File: config.mk
export PLATFORM = sky130hd
export DESIGN_NAME = periph_reset_regs
export DESIGN_NICKNAME = d
export VERILOG_FILES = /design/src/design/periph_reset_pkg.sv /design/src/design/masked_reset_reg_if.sv /design/src/design/masked_reset_reg.sv /design/src/design/periph_reset_regs.sv
export VERILOG_INCLUDE_DIRS = /design/src /design/src/design
export SDC_FILE = /design/constraint.sdc
export NUM_CORES = 1
export LEC_CHECK = 0
export ABC_AREA = 1
export BUFFER_PORTS_ARGS = -buffer_cell sky130_fd_sc_hd__buf_2
export CAP_MARGIN = 30
export CORE_ASPECT_RATIO = 1.5
export CORE_MARGIN = 3
export CORE_UTILIZATION = 24
export CTS_CLUSTER_DIAMETER = 40
export DETAILED_ROUTE_END_ITERATION = 7
export GPL_TIMING_DRIVEN = 0
export PLACE_DENSITY_LB_ADDON = 0.12
export SETUP_SLACK_MARGIN = 0.1
export SYNTH_ARGS = -nofsm -noshare
export SYNTH_HDL_FRONTEND = slang
export SYNTH_SLANG_ARGS = --single-unit
File: constraint.sdc
create_clock -name clk_i -period 2.6 [get_ports clk_i]
set_input_delay 0.78 -clock clk_i [delete_from_list [all_inputs] [get_ports clk_i]]
set_output_delay 0.78 -clock clk_i [all_outputs]
set_load 0.02 [all_outputs]
File: src/design/periph_reset_map.svh
// Register offsets, field positions and reset values of the reset block.
`ifndef PERIPH_RESET_MAP_SVH
`define PERIPH_RESET_MAP_SVH

`define RST_CTRL_A_OFFSET 12'h044
`define RST_CTRL_B_OFFSET 12'h048
`define CAP_MASK_A_OFFSET 12'h04C
`define CAP_MASK_B_OFFSET 12'h050
`define RST_CTRL_RESET 32'h00000000
`define CAP_MASK_RESET 32'hFFFFFFFF

// Writable bits of each reset register; all other bits are read-only zero.
`define RST_CTRL_A_IMPL 32'h03071013
`define RST_CTRL_B_IMPL 32'h5000007F

`define BIT_COMPARATOR_ONE 25
`define BIT_COMPARATOR_ZERO 24
`define BIT_GP_COUNTER_TWO 18
`define BIT_GP_COUNTER_ONE 17
`define BIT_GP_COUNTER_ZERO 16
`define BIT_TWO_WIRE_UNIT 12
`define BIT_SYNC_SERIAL_UNIT 4
`define BIT_ASYNC_PORT_ONE 1
`define BIT_ASYNC_PORT_ZERO 0
`define BIT_ETH_PHYS_LAYER 30
`define BIT_ETH_MEDIA_CTRL 28
`define BIT_IO_PORT_LSB 0
`define BIT_IO_PORT_MSB 6

`endif

File: src/design/periph_reset_pkg.sv
// Types shared by the peripheral reset block.
package periph_reset_pkg;
  typedef logic [31:0] word_t;
  typedef logic [11:0] reg_addr_t;
endpackage

File: src/design/masked_reset_reg_if.sv
// Connection between the reset block top and one masked reset register.
`timescale 1ns/100ps
interface masked_reset_reg_if;
  logic wr_en;
  periph_reset_pkg::word_t wr_data;
  periph_reset_pkg::word_t cap_mask;
  periph_reset_pkg::word_t value;
  modport ctrl (output wr_en, output wr_data, output cap_mask, input value);
  modport store (input wr_en, input wr_data, input cap_mask, output value);
endinterface

File: src/design/masked_reset_reg.sv
// One reset control register whose writes are gated by a capability mask.
`timescale 1ns/100ps
`include "periph_reset_map.svh"
module masked_reset_reg #(
  parameter periph_reset_pkg::word_t IMPL_MASK = 32'hFFFFFFFF
) (
  input wire logic clk_i,
  input wire logic rstn_i,
  masked_reset_reg_if.store bus
);
  periph_reset_pkg::word_t value_reg;
  periph_reset_pkg::word_t value_next;
  periph_reset_pkg::word_t keep;

  // A bit changes only if the unit is implemented and the capability allows.
  always_comb begin
    keep = IMPL_MASK & bus.cap_mask;
    value_next = (value_reg & ~keep) | (bus.wr_data & keep);
  end

  always_ff @(posedge clk_i or negedge rstn_i) begin
    if (!rstn_i) begin
      value_reg <= `RST_CTRL_RESET;
    end else if (bus.wr_en) begin
      value_reg <= value_next;
    end
  end

  assign bus.value = value_reg;
endmodule

File: src/design/periph_reset_regs.sv
// Peripheral software reset control registers with capability-masked writes.
//
// The strobed register port was decided locally.
`timescale 1ns/100ps
`include "periph_reset_map.svh"

// Contract
// - Writes to reset register A change only bits enabled by capability A.
// - Writes to reset register B change only bits enabled by capability B.
// - Both reset registers are 32-bit read/write and reset to all zeros.
// - Register A bits 25 and 24 reset comparators one and zero.
// - Register A bits 18, 17, 16 reset counters two, one and zero.
// - Register A bit 12 resets the two-wire unit.
// - Register A bit 4 resets the synchronous serial unit.
// - Register A bits 1 and 0 reset async ports one and zero.
// - Register B bits 30 and 28 reset the Ethernet PHY and MAC.
// - Register B bits 6 to 0 reset I/O ports G to A.
// - Unassigned bits read as zero and ignore writes.
module periph_reset_regs (
  input wire logic clk_i,
  input wire logic rstn_i,
  input wire periph_reset_pkg::reg_addr_t addr_i,
  input wire periph_reset_pkg::word_t wdata_i,
  input wire logic wr_i,
  input wire logic rd_i,
  output periph_reset_pkg::word_t rdata_o,
  output logic comparator_one_reset_o,
  output logic comparator_zero_reset_o,
  output logic gp_counter_two_reset_o,
  output logic gp_counter_one_reset_o,
  output logic gp_counter_zero_reset_o,
  output logic two_wire_unit_reset_o,
  output logic sync_serial_unit_reset_o,
  output logic async_port_one_reset_o,
  output logic async_port_zero_reset_o,
  output logic eth_phys_layer_reset_o,
  output logic eth_media_ctrl_reset_o,
  output logic [6:0] io_port_reset_o
);
  periph_reset_pkg::word_t capability_mask_a_reg;
  periph_reset_pkg::word_t capability_mask_b_reg;
  periph_reset_pkg::word_t rdata_reg;
  periph_reset_pkg::word_t rdata_next;

  masked_reset_reg_if reg_a ();
  masked_reset_reg_if reg_b ();

  assign reg_a.wr_en = wr_i && (addr_i == `RST_CTRL_A_OFFSET);
  assign reg_a.wr_data = wdata_i;
  assign reg_a.cap_mask = capability_mask_a_reg;
  assign reg_b.wr_en = wr_i && (addr_i == `RST_CTRL_B_OFFSET);
  assign reg_b.wr_data = wdata_i;
  assign reg_b.cap_mask = capability_mask_b_reg;

  // Reserved bits are excluded by the implemented mask.
  masked_reset_reg #(
    .IMPL_MASK(`RST_CTRL_A_IMPL)
  ) u_ctrl_a (
    .clk_i(clk_i),
    .rstn_i(rstn_i),
    .bus(reg_a.store)
  );

  masked_reset_reg #(
    .IMPL_MASK(`RST_CTRL_B_IMPL)
  ) u_ctrl_b (
    .clk_i(clk_i),
    .rstn_i(rstn_i),
    .bus(reg_b.store)
  );

  // The capability masks are kept writable here so the block stands alone;
  // in a full chip they would come from the capability registers instead.
  always_ff @(posedge clk_i or negedge rstn_i) begin
    if (!rstn_i) begin
      capability_mask_a_reg <= `CAP_MASK_RESET;
    end else if (wr_i && (addr_i == `CAP_MASK_A_OFFSET)) begin
      capability_mask_a_reg <= wdata_i;
    end
  end

  always_ff @(posedge clk_i or negedge rstn_i) begin
    if (!rstn_i) begin
      capability_mask_b_reg <= `CAP_MASK_RESET;
    end else if (wr_i && (addr_i == `CAP_MASK_B_OFFSET)) begin
      capability_mask_b_reg <= wdata_i;
    end
  end

  always_comb begin
    if (addr_i == `RST_CTRL_A_OFFSET) begin
      rdata_next = reg_a.value;
    end else if (addr_i == `RST_CTRL_B_OFFSET) begin
      rdata_next = reg_b.value;
    end else if (addr_i == `CAP_MASK_A_OFFSET) begin
      rdata_next = capability_mask_a_reg;
    end else if (addr_i == `CAP_MASK_B_OFFSET) begin
      rdata_next = capability_mask_b_reg;
    end else begin
      rdata_next = `RST_CTRL_RESET;
    end
  end

  // Read data stand only in the cycle after the strobe, zero otherwise.
  always_ff @(posedge clk_i or negedge rstn_i) begin
    if (!rstn_i) begin
      rdata_reg <= `RST_CTRL_RESET;
    end else if (rd_i) begin
      rdata_reg <= rdata_next;
    end else begin
      rdata_reg <= `RST_CTRL_RESET;
    end
  end

  assign rdata_o = rdata_reg;

  // Reset outputs follow the stored bits directly, active high.
  assign comparator_one_reset_o = reg_a.value[`BIT_COMPARATOR_ONE];
  assign comparator_zero_reset_o = reg_a.value[`BIT_COMPARATOR_ZERO];
  assign gp_counter_two_reset_o = reg_a.value[`BIT_GP_COUNTER_TWO];
  assign gp_counter_one_reset_o = reg_a.value[`BIT_GP_COUNTER_ONE];
  assign gp_counter_zero_reset_o = reg_a.value[`BIT_GP_COUNTER_ZERO];
  assign two_wire_unit_reset_o = reg_a.value[`BIT_TWO_WIRE_UNIT];
  assign sync_serial_unit_reset_o = reg_a.value[`BIT_SYNC_SERIAL_UNIT];
  assign async_port_one_reset_o = reg_a.value[`BIT_ASYNC_PORT_ONE];
  assign async_port_zero_reset_o = reg_a.value[`BIT_ASYNC_PORT_ZERO];
  assign eth_phys_layer_reset_o = reg_b.value[`BIT_ETH_PHYS_LAYER];
  assign eth_media_ctrl_reset_o = reg_b.value[`BIT_ETH_MEDIA_CTRL];
  assign io_port_reset_o =
    reg_b.value[`BIT_IO_PORT_MSB:`BIT_IO_PORT_LSB];
endmodule

==> summary.md, run 1 <==
| Metric | Value |
|---|---|
| Max VDD drop | 0.3677 mV |
| Row count | 65 |
| Startpoint types | input pin |
| Worst setup margin | 0.7302 ns |
| Met1 Usage GRT | 0.1552 |
| DP Area | 6090 um^2 |
| Post-synthesis register bit count | 114 |
| Hold Slack | 0.1970 ns |
| Crit path DAT | 2.15 ns |
| Main synth FF type | dfstp_2 |
| Post-cts sizing count | 0 |
| Most numerous cell on the critical path | buf_2 |
| Die X | 126.6 um |
| Port Buf Inserts | 97 |
| HP Class | input pin to asynchronous set/reset pin |
| Min Tclk post-route | 1.870 ns |
| Slowest Stage Delay on Critical Path | 0.32 ns |
| Post-Syn Area | 5235 um^2 |
| Detailed placement HPWL | 11,090 um |
| Syn_nets | 622 |
| CTS tree | built |
| DR vias/cell | 4.359 |
| Top Usage Layer GRT | met2 |
| Main area contributors after synthesis | dfstp_2 (32%), dfrtp_1 (24%), nand2_1 (12%) |
| Most common library cells after synthesis | nand2_1 (166), inv_1 (66), dfstp_2 (64), nor2_1 (51), dfrtp_1 (50) |
| Final setup viols | 0 |
| Syn_area_per_cell | 9.120 um^2 |
| Final WL | 15,570 um |
| DRC | 0 |
| GRT overflow | 0 |
| Initial DRC count | 216 |
| Worst-path cell chain | buf_2, nor2_2, nand2_1, nor2_4, o21ai_2, nand2_2, buf_2, nor2_1 |
| Unrepaired setup endpoints after global routing | no |
| Yosys top cell by area | dfstp_2 |
| First-pass GRT wire length | 24,760 um |
| GR Layer Usage met3 | 0.02914 |
| Most frequently used cell type in the post-synthesis netlist | nand2_1 |
| Pwr dens | 656.1 nW/um^2 |
| Critical path endpoint category | flip-flop |
| Ratio of cells with drive above 1 in the final layout | 0.3793 |
| Final instance area | 6706 um^2 |
| Pre-CTS setup slack | 0.2519 ns |
| Crit-path slowest cell | buf_2 |
| DP Cell Count | 940 |
| Maximum Capacitance Violations | 0 |
| Max Clock Freq | 0.5348 GHz |
| Cells after Synth | 574 |
| Clock latency on the worst-skew pair | 0.41 ns |
| Setup_tns | 0 ns |
| Critical-path maximum fanout | 10 |
| Total CTS buffers | 17 |
| Clock Sinks | 114 |
| Post-synth cell types | 26 |
| Vias in the first global route | 4,453 |
| Drt pass-1 iters | 4 |
| Number of synthesized flops with an enable pin | 0 |
| Met2 Use GR | 0.2467 |
| Hold bufs inserted after CTS | 0 |
| Slew Viols, Final | 0 |
| Yosys top cell area share | 0.3212 |
| Setup CP Type | input pin to flip-flop |
| Clock Path Buffers | 2 |
| Final Skew | 0.005979 ns |
| Antenna violations before repair | 0 |
| Vias post-DR | 4,237 |
| GRT Overall Usage | 0.1355 |
| Core ar. | 21,230 um^2 |
| Finished Layout Cells | 972 |
| Nets@finish | 739 |
| Routability-driven placement congestion ratio | 0.7379 |
| Outcome | complete, no violations |
| Synth warn | 0 |
| Die H | 186.9 um |
| Root buffer cell | clkbuf_16 |
| WP data required | 2.88 ns |
| Largest net degree at the start of global routing | 99 |
| H-tree depth | 4 |
| Initial Util | 0.2466 |
| Layout area overhead | 28.11% |
| Die Area | 23,660 um^2 |
| Post-synthesis sequential area ratio | 0.5602 |
| DRT antenna net count | 0 |
| Clock Pin Slew Worst Setup and Hold Paths | 0.06 ns |
| Worst-margin pin slew | 0.6455 ns |
| Fin crit share | 0.7192 |
| Leak Pwr | 3.332 nW |
| Relative slew slack | 0.5697 |
| Post-CTS Repair Setup Buffers | 0 |
| Post-synth ARST share | 1.000 |
| Final Hold Viols | 0 |
| IO Pins | 98 |
| Wire per inst | 16.02 um |
| ANT cells | 0 |
==> report_power, final <==
part | total (mW) | switching [mW] | internal, mW
registers | 1.79 | 0.00224 | 1.79
logic | 0.155 | 0.110 | 0.0453
clock network | 2.45 | 0.856 | 1.60
total | 4.40 | 0.968 | 3.43
==> placed cells by master, fill, tap and decap left out <==
cell        count
buf_16          1
buf_1           1
o21ai_2        36
buf_2          99
nor2_4          2
nor3_4          1
clkbuf_2        1
nand2_4         4
clkbuf_16      17
buf_4           2
o31ai_1         9
nand3_1        13
clkinv_2        5
inv_1          66
o211ai_1        6
dfstp_2        64
o21ai_0        36
nor2_2          5
nand2_1       166
a21oi_1         1
clkbuf_1        4
bufinv_16       4
dfrtp_1        50
inv_6           2
nand2_2         2
o21ai_1        34
buf_6          15
clkinv_4        1
clkinvlp_4      4
nor2_1         51
nand4_4         2
==> cell families (layout without fill, tap and decap cells) <==
family / count (synthesis) / count (layout) / share of synthesized area
compound gates: 122 / 122 / 0.1496
buf+inv: 92 / 222 / 0.08962
flops: 114 / 114 / 0.5602
simple gates: 246 / 246 / 0.2005
==> worst paths after layout <==
check                      slack (ns)                                    end  depth (start not counted)                                  start
setup / recovery                 0.73                  rdata_o[21]$_DFF_PN0_                          8                              addr_i[8]
hold / removal                   0.20                  rdata_o[22]$_DFF_PN0_                          1                                 rstn_i
setup reg to reg                 1.58                              flip-flop                          3   capability_mask_b_reg[5]$_DFFE_PN1P_
hold reg to reg                  0.47  capability_mask_b_reg[28]$_DFFE_PN1P_                          2  capability_mask_b_reg[28]$_DFFE_PN1P_
max in group asynchronous        1.64  capability_mask_a_reg[16]$_DFFE_PN1P_                          2                                 rstn_i
min in group clk_i               0.47  capability_mask_b_reg[28]$_DFFE_PN1P_                          2  capability_mask_b_reg[28]$_DFFE_PN1P_
==> routing by layer <==
layer | vias to the layer above | share of wire
met4 | 0 | 0.014
met2 | 93 | 0.54
met3 | 14 | 0.043
met5 | - | 0
li1 | 2057 | -
met1 | 2073 | 0.41
==> stage by stage <==
step                      power, mW    util
after floorplan               1.871       -
after global placement        1.970  0.2853
after detailed placement      1.979  0.2869
after CTS                     4.476  0.3159
after global routing          4.569  0.3159
final                         4.400  0.3159
==> cell type report <==
class / instances / area [um^2]
Sequential cell: 114 / 2933
Fill cell: 2204 / 14520
Tap cell: 268 / 335.3
Inverter: 68 / 261.5
Clock inverter: 14 / 187.7
Clock buffer: 18 / 429.2
Multi-Input combinational cell: 368 / 1833
Timing Repair Buffer: 98 / 519.2
Buffer: 24 / 207.7
==> worst max-delay path: cells and delay by family <==
family	cells	cell delay [ns]
compound gates	1	0.15
buf+inv	2	0.42
simple gates	5	0.79
(Power assumes the default switching activity.)
==> run 2: changes to the inputs <==
clock period = 1.89 ns   (was 2.6 ns; I/O delays follow)
==> run 2 against run 1 <==
Against the previous run:
- clock power is 38% higher
- worst hold slack better by 0.19 ns
- core utilization up 0.059 points
- die area unchanged
- wire length about the same
- critical endpoint unchanged
- highest routed layer unchanged
==> summary.md, run 2 (synthesis results as in run 1) <==
| Metric | Value |
|---|---|
| Slew Viols, Final | 0 |
| First-pass GRT wire length | 24,780 um |
| Total CTS buffers | 17 |
| Antenna violations before repair | 0 |
| Layout area overhead | 28.35% |
| Worst setup margin | 0.2648 ns |
| GRT overflow | 0 |
| Fin crit share | 0.8599 |
| Root buffer cell | clkbuf_16 |
| Core Util, Final | 0.3165 |
| Final Skew | 0.005750 ns |
| Critical path endpoint category | flip-flop |
| Pre-CTS setup slack | -0.2451 ns |
| Port Buf Inserts | 97 |
| DRT antenna net count | 0 |
| DRC | 0 |
| ANT cells | 0 |
| Final Hold Viols | 0 |
| Routability-driven placement congestion ratio | 0.7379 |
| Fillers | 2,203 |
| Detailed placement HPWL | 11,090 um |
| HP Class | input pin to flip-flop |
| Vias in the first global route | 4,454 |
| Drt pass-1 iters | 4 |
| Final setup viols | 0 |
| Largest net degree at the start of global routing | 99 |
| Post-CTS Repair Setup Buffers | 0 |
| Critical-path maximum fanout | 10 |
| Max Clock Freq | 0.6153 GHz |
| Hold Slack | 0.3885 ns |
| Final WL | 15,570 um |
| Setup CP Type | input pin to flip-flop |
| WP data required | 2.21 ns |
| Clock Path Buffers | 2 |
| Initial Util | 0.2466 |
| Leak Pwr | 3.337 nW |
| Crit path DAT | 1.95 ns |
| Min Tclk post-route | 1.625 ns |
| Max VDD drop | 0.5064 mV |
| Die Area | 23,660 um^2 |
| Unrepaired setup endpoints after global routing | no |
| Vias post-DR | 4,228 |
| Ratio of cells with drive above 1 in the final layout | 0.3787 |
| Startpoint types | input pin |
| Worst-margin pin slew | 0.6409 ns |
| Clock Sinks | 114 |
| Clock Pin Slew Worst Setup and Hold Paths | 0.05 ns |
| Wire per inst | 16.00 um |
| Most frequent cells in the layout | nand2_1 (166), buf_2 (98), inv_1 (66), dfstp_2 (64), nor2_1 (51) |
| Reg2reg start | capability_mask_b_reg[5]$_DFFE_PN1P_ |
| Pwr dens | 901.3 nW/um^2 |
| DR vias/cell | 4.345 |
| IO Pins | 98 |
| CTS tree | built |
| Row count | 65 |
| Maximum Capacitance Violations | 0 |
| Relative slew slack | 0.5727 |
| Clock latency on the worst-skew pair | 0.41 ns |
| Nets@finish | 740 |
| Die H | 186.9 um |
| Worst reg2reg path depth | 3 |
| Die X | 126.6 um |
| R2R Setup Slk | 0.88 ns |
| H-tree depth | 4 |
| Core ar. | 21,230 um^2 |
| Cells on Worst Hold Path | 3 |
| GRT Overall Usage | 0.1355 |
| Worst Hold Launch | wdata_i[17] |
| Outcome | complete, no violations |
| Commonest non-fill, non-tap cell in the layout | nand2_1 |
| Initial DRC count | 200 |
-- run 2: final cells by class --
cell class	instances	area (um^2)	share of cell area
Buffer	24	210.2	0.03128
Clock buffer	18	429.2	0.06387
Clock inverter	14	187.7	0.02793
Inverter	68	261.5	0.03892
Multi-Input combinational cell	368	1833	0.2728
Sequential cell	114	2933	0.4365
Tap cell	268	335.3	0.04991
Timing Repair Buffer	99	529.3	0.07877
-- run 2: worst max path at each step --
stage,endpoint,slack [ns],startpoint
2_1_floorplan,rdata_o[28]$_DFF_PN0_,0.32,addr_i[8]
3_3_place_gp,rdata_o[1]$_DFF_PN0_,-1.20,rstn_i
3_5_place_dp,rdata_o[21]$_DFF_PN0_,-0.25,addr_i[8]
4_1_cts,rdata_o[21]$_DFF_PN0_,0.19,addr_i[8]
5_1_grt,rdata_o[22]$_DFF_PN0_,0.10,addr_i[8]
6_report,rdata_o[21]$_DFF_PN0_,0.26,addr_i[8]
-- run 2: metal layers --
| metal | vias up | track usage | routed length, um |
|---|---|---|---|
| met1 | 2057 | 0.1554 | 6234 |
| met2 | 97 | 0.2467 | 8406 |
| met3 | 16 | 0.02914 | 681 |
| met4 | 0 | 0.04542 | 246 |
| met5 | - | 0 | 0 |
| li1 | 2058 | - | - |
-- run 2: timing repair --
action,CTS,global route
gates resized for setup,0,1
endpoints found under the hold margin,14,0
hold buffers,1,0
setup endpoints to repair,0,1
-- run 2: worst max-delay path: stages --
cell and delay (ns):
buf_2 0.10, nor2_2 0.11, nand2_1 0.12, nor2_4 0.20, nand2_4 0.13, buf_1 0.33, nand2_1 0.14, o21ai_0 0.08
nor2_1 0.16
-- run 2: report_power, final --
part | total [mW] | internal, mW | switching (mW)
clock network | 3.38 | 2.20 | 1.18
logic | 0.215 | 0.0641 | 0.151
registers | 2.46 | 2.46 | 0.00309
total | 6.06 | 4.72 | 1.33
-- run 2: stage by stage --
stage                     TNS (ns)  total power [mW]  instances  area, um^2
after floorplan                  0             2.574        574        5235
after global placement     -100.74             2.710        939        6056
after detailed placement    -6.736             2.722        940        6090
after CTS                        0             6.159        973        6716
after global routing             0             6.288        973        6719
final                            0             6.056        973        6719
==> run 3: changes to the inputs <==
CORE_ASPECT_RATIO = default   (was 1.5)
RECOVER_POWER = 25   (was default)
==> run 3 against run 2 <==
Against the previous run:
- highest routed layer unchanged
- wire length decreased by 5.4%
- sequential share of layout area increased by 0.45 points
- via count decreased by 4.4%
- core utilization decreased by 0.31 points
- final cell count increased by 0.72%
- worst hold slack got worse by 0.012 ns
- global-route usage decreased by 0.45 points
- sequential power about the same
- cell area decreased by 1.0%
- critical endpoint is now rdata_o[28]$_DFF_PN0_
- count of clock-buffer cells in the layout increased by 9
- clock skew about the same
- first-iteration DRC count decreased by 5.0%
- largest power group unchanged
==> summary.md, run 3 (synthesis results as in run 1) <==
| Metric | Value |
|---|---|
| Drt pass-1 iters | 5 |
| Pwr dens | 840.6 nW/um^2 |
| GRT Overall Usage | 0.1310 |
| Initial DRC count | 190 |
| Critical path endpoint category | flip-flop |
| Fin crit share | 0.8476 |
| Final setup viols | 0 |
| Row count | 53 |
| Unrepaired setup endpoints after global routing | no |
| CTS tree | built |
| Final WL | 14,730 um |
| DR vias/cell | 4.126 |
| FF-to-FF End | rdata_o[16]$_DFF_PN0_ |
| Post-CTS Repair Setup Buffers | 0 |
| Total CTS buffers | 17 |
| Worst-margin pin slew | 0.5044 ns |
| Most frequent cells in the layout | nand2_1 (166), buf_2 (99), inv_1 (66), dfstp_2 (64), nor2_1 (51) |
| Pre-CTS setup slack | -0.1901 ns |
| Vias in the first global route | 4,502 |
| Register area | 2933 um^2 |
| Relative slew slack | 0.6637 |
| WP data required | 2.20 ns |
| Outcome | complete, no violations |
| R2R Setup Slk | 0.92 ns |
| Core ar. | 21,220 um^2 |
| Layout area overhead | 27.03% |
| Clock Path Buffers | 2 |
| Die H | 153.7 um |
| Setup CP Type | input pin to flip-flop |
| Clock Sinks | 114 |
| Worst setup margin | 0.2881 ns |
| DP Cell Count | 947 |
| Hold Slack | 0.3760 ns |
| Finished Layout Cells | 980 |
| Final Power | 5.590 mW |
| Largest net degree at the start of global routing | 97 |
| Final Skew | 0.005571 ns |
| Final Hold Viols | 0 |
| Initial Util | 0.2467 |
| GRT overflow | 0 |
| DRC | 0 |
| Die X | 153.7 um |
| Detailed placement HPWL | 10,370 um |
| Startpoint types | input pin |
| Routability-driven placement congestion ratio | 0.7445 |
| Leak Pwr | 3.314 nW |
| H-tree depth | 4 |
| Max VDD drop | 0.3857 mV |
| Port Buf Inserts | 97 |
| Core Util, Final | 0.3134 |
| Crit path DAT | 1.92 ns |
| DP Area | 6098 um^2 |
| Footprint of the multi-input gates | 1833 um^2 |
| Die Area | 23,620 um^2 |
| Commonest non-fill, non-tap cell in the layout | nand2_1 |
| Max Clock Freq | 0.6243 GHz |
| Wire per inst | 15.03 um |
| HP Class | input pin to flip-flop |
| Source of the critical timing path | addr_i[8] |
| Slew Viols, Final | 0 |
| Final instance area | 6650 um^2 |
| Nets@finish | 740 |
| First-pass GRT wire length | 24,080 um |
| Setup_tns | 0 ns |
| Maximum Capacitance Violations | 0 |
| ANT cells | 0 |
| Worst reg2reg path depth | 4 |
| Clock latency on the worst-skew pair | 0.42 ns |
| Min Tclk post-route | 1.602 ns |
| Root buffer cell | clkbuf_16 |
| Antenna violations before repair | 0 |
| Fillers | 2,252 |
| Setup crit end | rdata_o[28]$_DFF_PN0_ |
| Clock Pin Slew Worst Setup and Hold Paths | 0.05 ns |
| Vias post-DR | 4,043 |
| Critical-path maximum fanout | 10 |
| Ratio of cells with drive above 1 in the final layout | 0.3745 |
| IO Pins | 98 |
| Reg2reg start | capability_mask_a_reg[16]$_DFFE_PN1P_ |
| DRT antenna net count | 0 |
==> run 3: critical path, cell delays in order <==
cell and delay, ns:
buf_2 0.10, nor2_2 0.12, nand2_1 0.12, nor2_4 0.21, nand2_1 0.24, buf_2 0.28
nor2_1 0.11, nor2_1 0.05, nand2_1 0.08, inv_1 0.04
==> run 3: layout make-up <==
class	instances	area share
Buffer	24	0.03142
Multi-Input combinational cell	368	0.2756
Clock inverter	5	0.004139
Inverter	68	0.03932
Clock buffer	27	0.07714
Sequential cell	114	0.4410
Timing Repair Buffer	99	0.07959
Tap cell	275	0.05174
==> run 3: power breakdown <==
group / switching [mW] / internal [mW] / total (mW)
clock network: 1.08 / 1.84 / 2.91
registers: 0.00301 / 2.46 / 2.46
logic: 0.149 / 0.0636 / 0.212
total: 1.23 / 4.36 / 5.59
==> run 3: per-layer routing <==
layer  vias to the layer above  track usage  part of all wire  wire (um)
met3                        19      0.03293             0.042        613
met5                         -            0                 0          0
met2                        82       0.2212              0.48       7089
li1                       2054            -                 -          -
met4                         0      0.04500             0.016        236
met1                      1888       0.1637              0.46       6786
==> run 3: timing repair <==
| action | 4_1_cts | 5_1_grt |
|---|---|---|
| endpoints found under the setup margin | 0 | 1 |
| gates resized for setup | 0 | 2 |
| endpoints found under the hold margin | 11 | 0 |
| hold buffers | 1 | 0 |
==> run 3: how the worst min path moves through the flow <==
stage / start / to / slack (ns) / depth (start not counted)
6_report: wdata_i[16] / flip-flop / 0.38 / 3
5_1_grt: wdata_i[1] / flip-flop / 0.38 / 3
4_1_cts: wdata_i[16] / flip-flop / 0.36 / 3
3_5_place_dp: rstn_i / rdata_o[19]$_DFF_PN0_ / 0.42 / 1
3_3_place_gp: capability_mask_a_reg[19]$_DFFE_PN1P_ / capability_mask_a_reg[19]$_DFFE_PN1P_ / 0.46 / 2
2_1_floorplan: rstn_i / asynchronous set/reset pin / 0.27 / 0
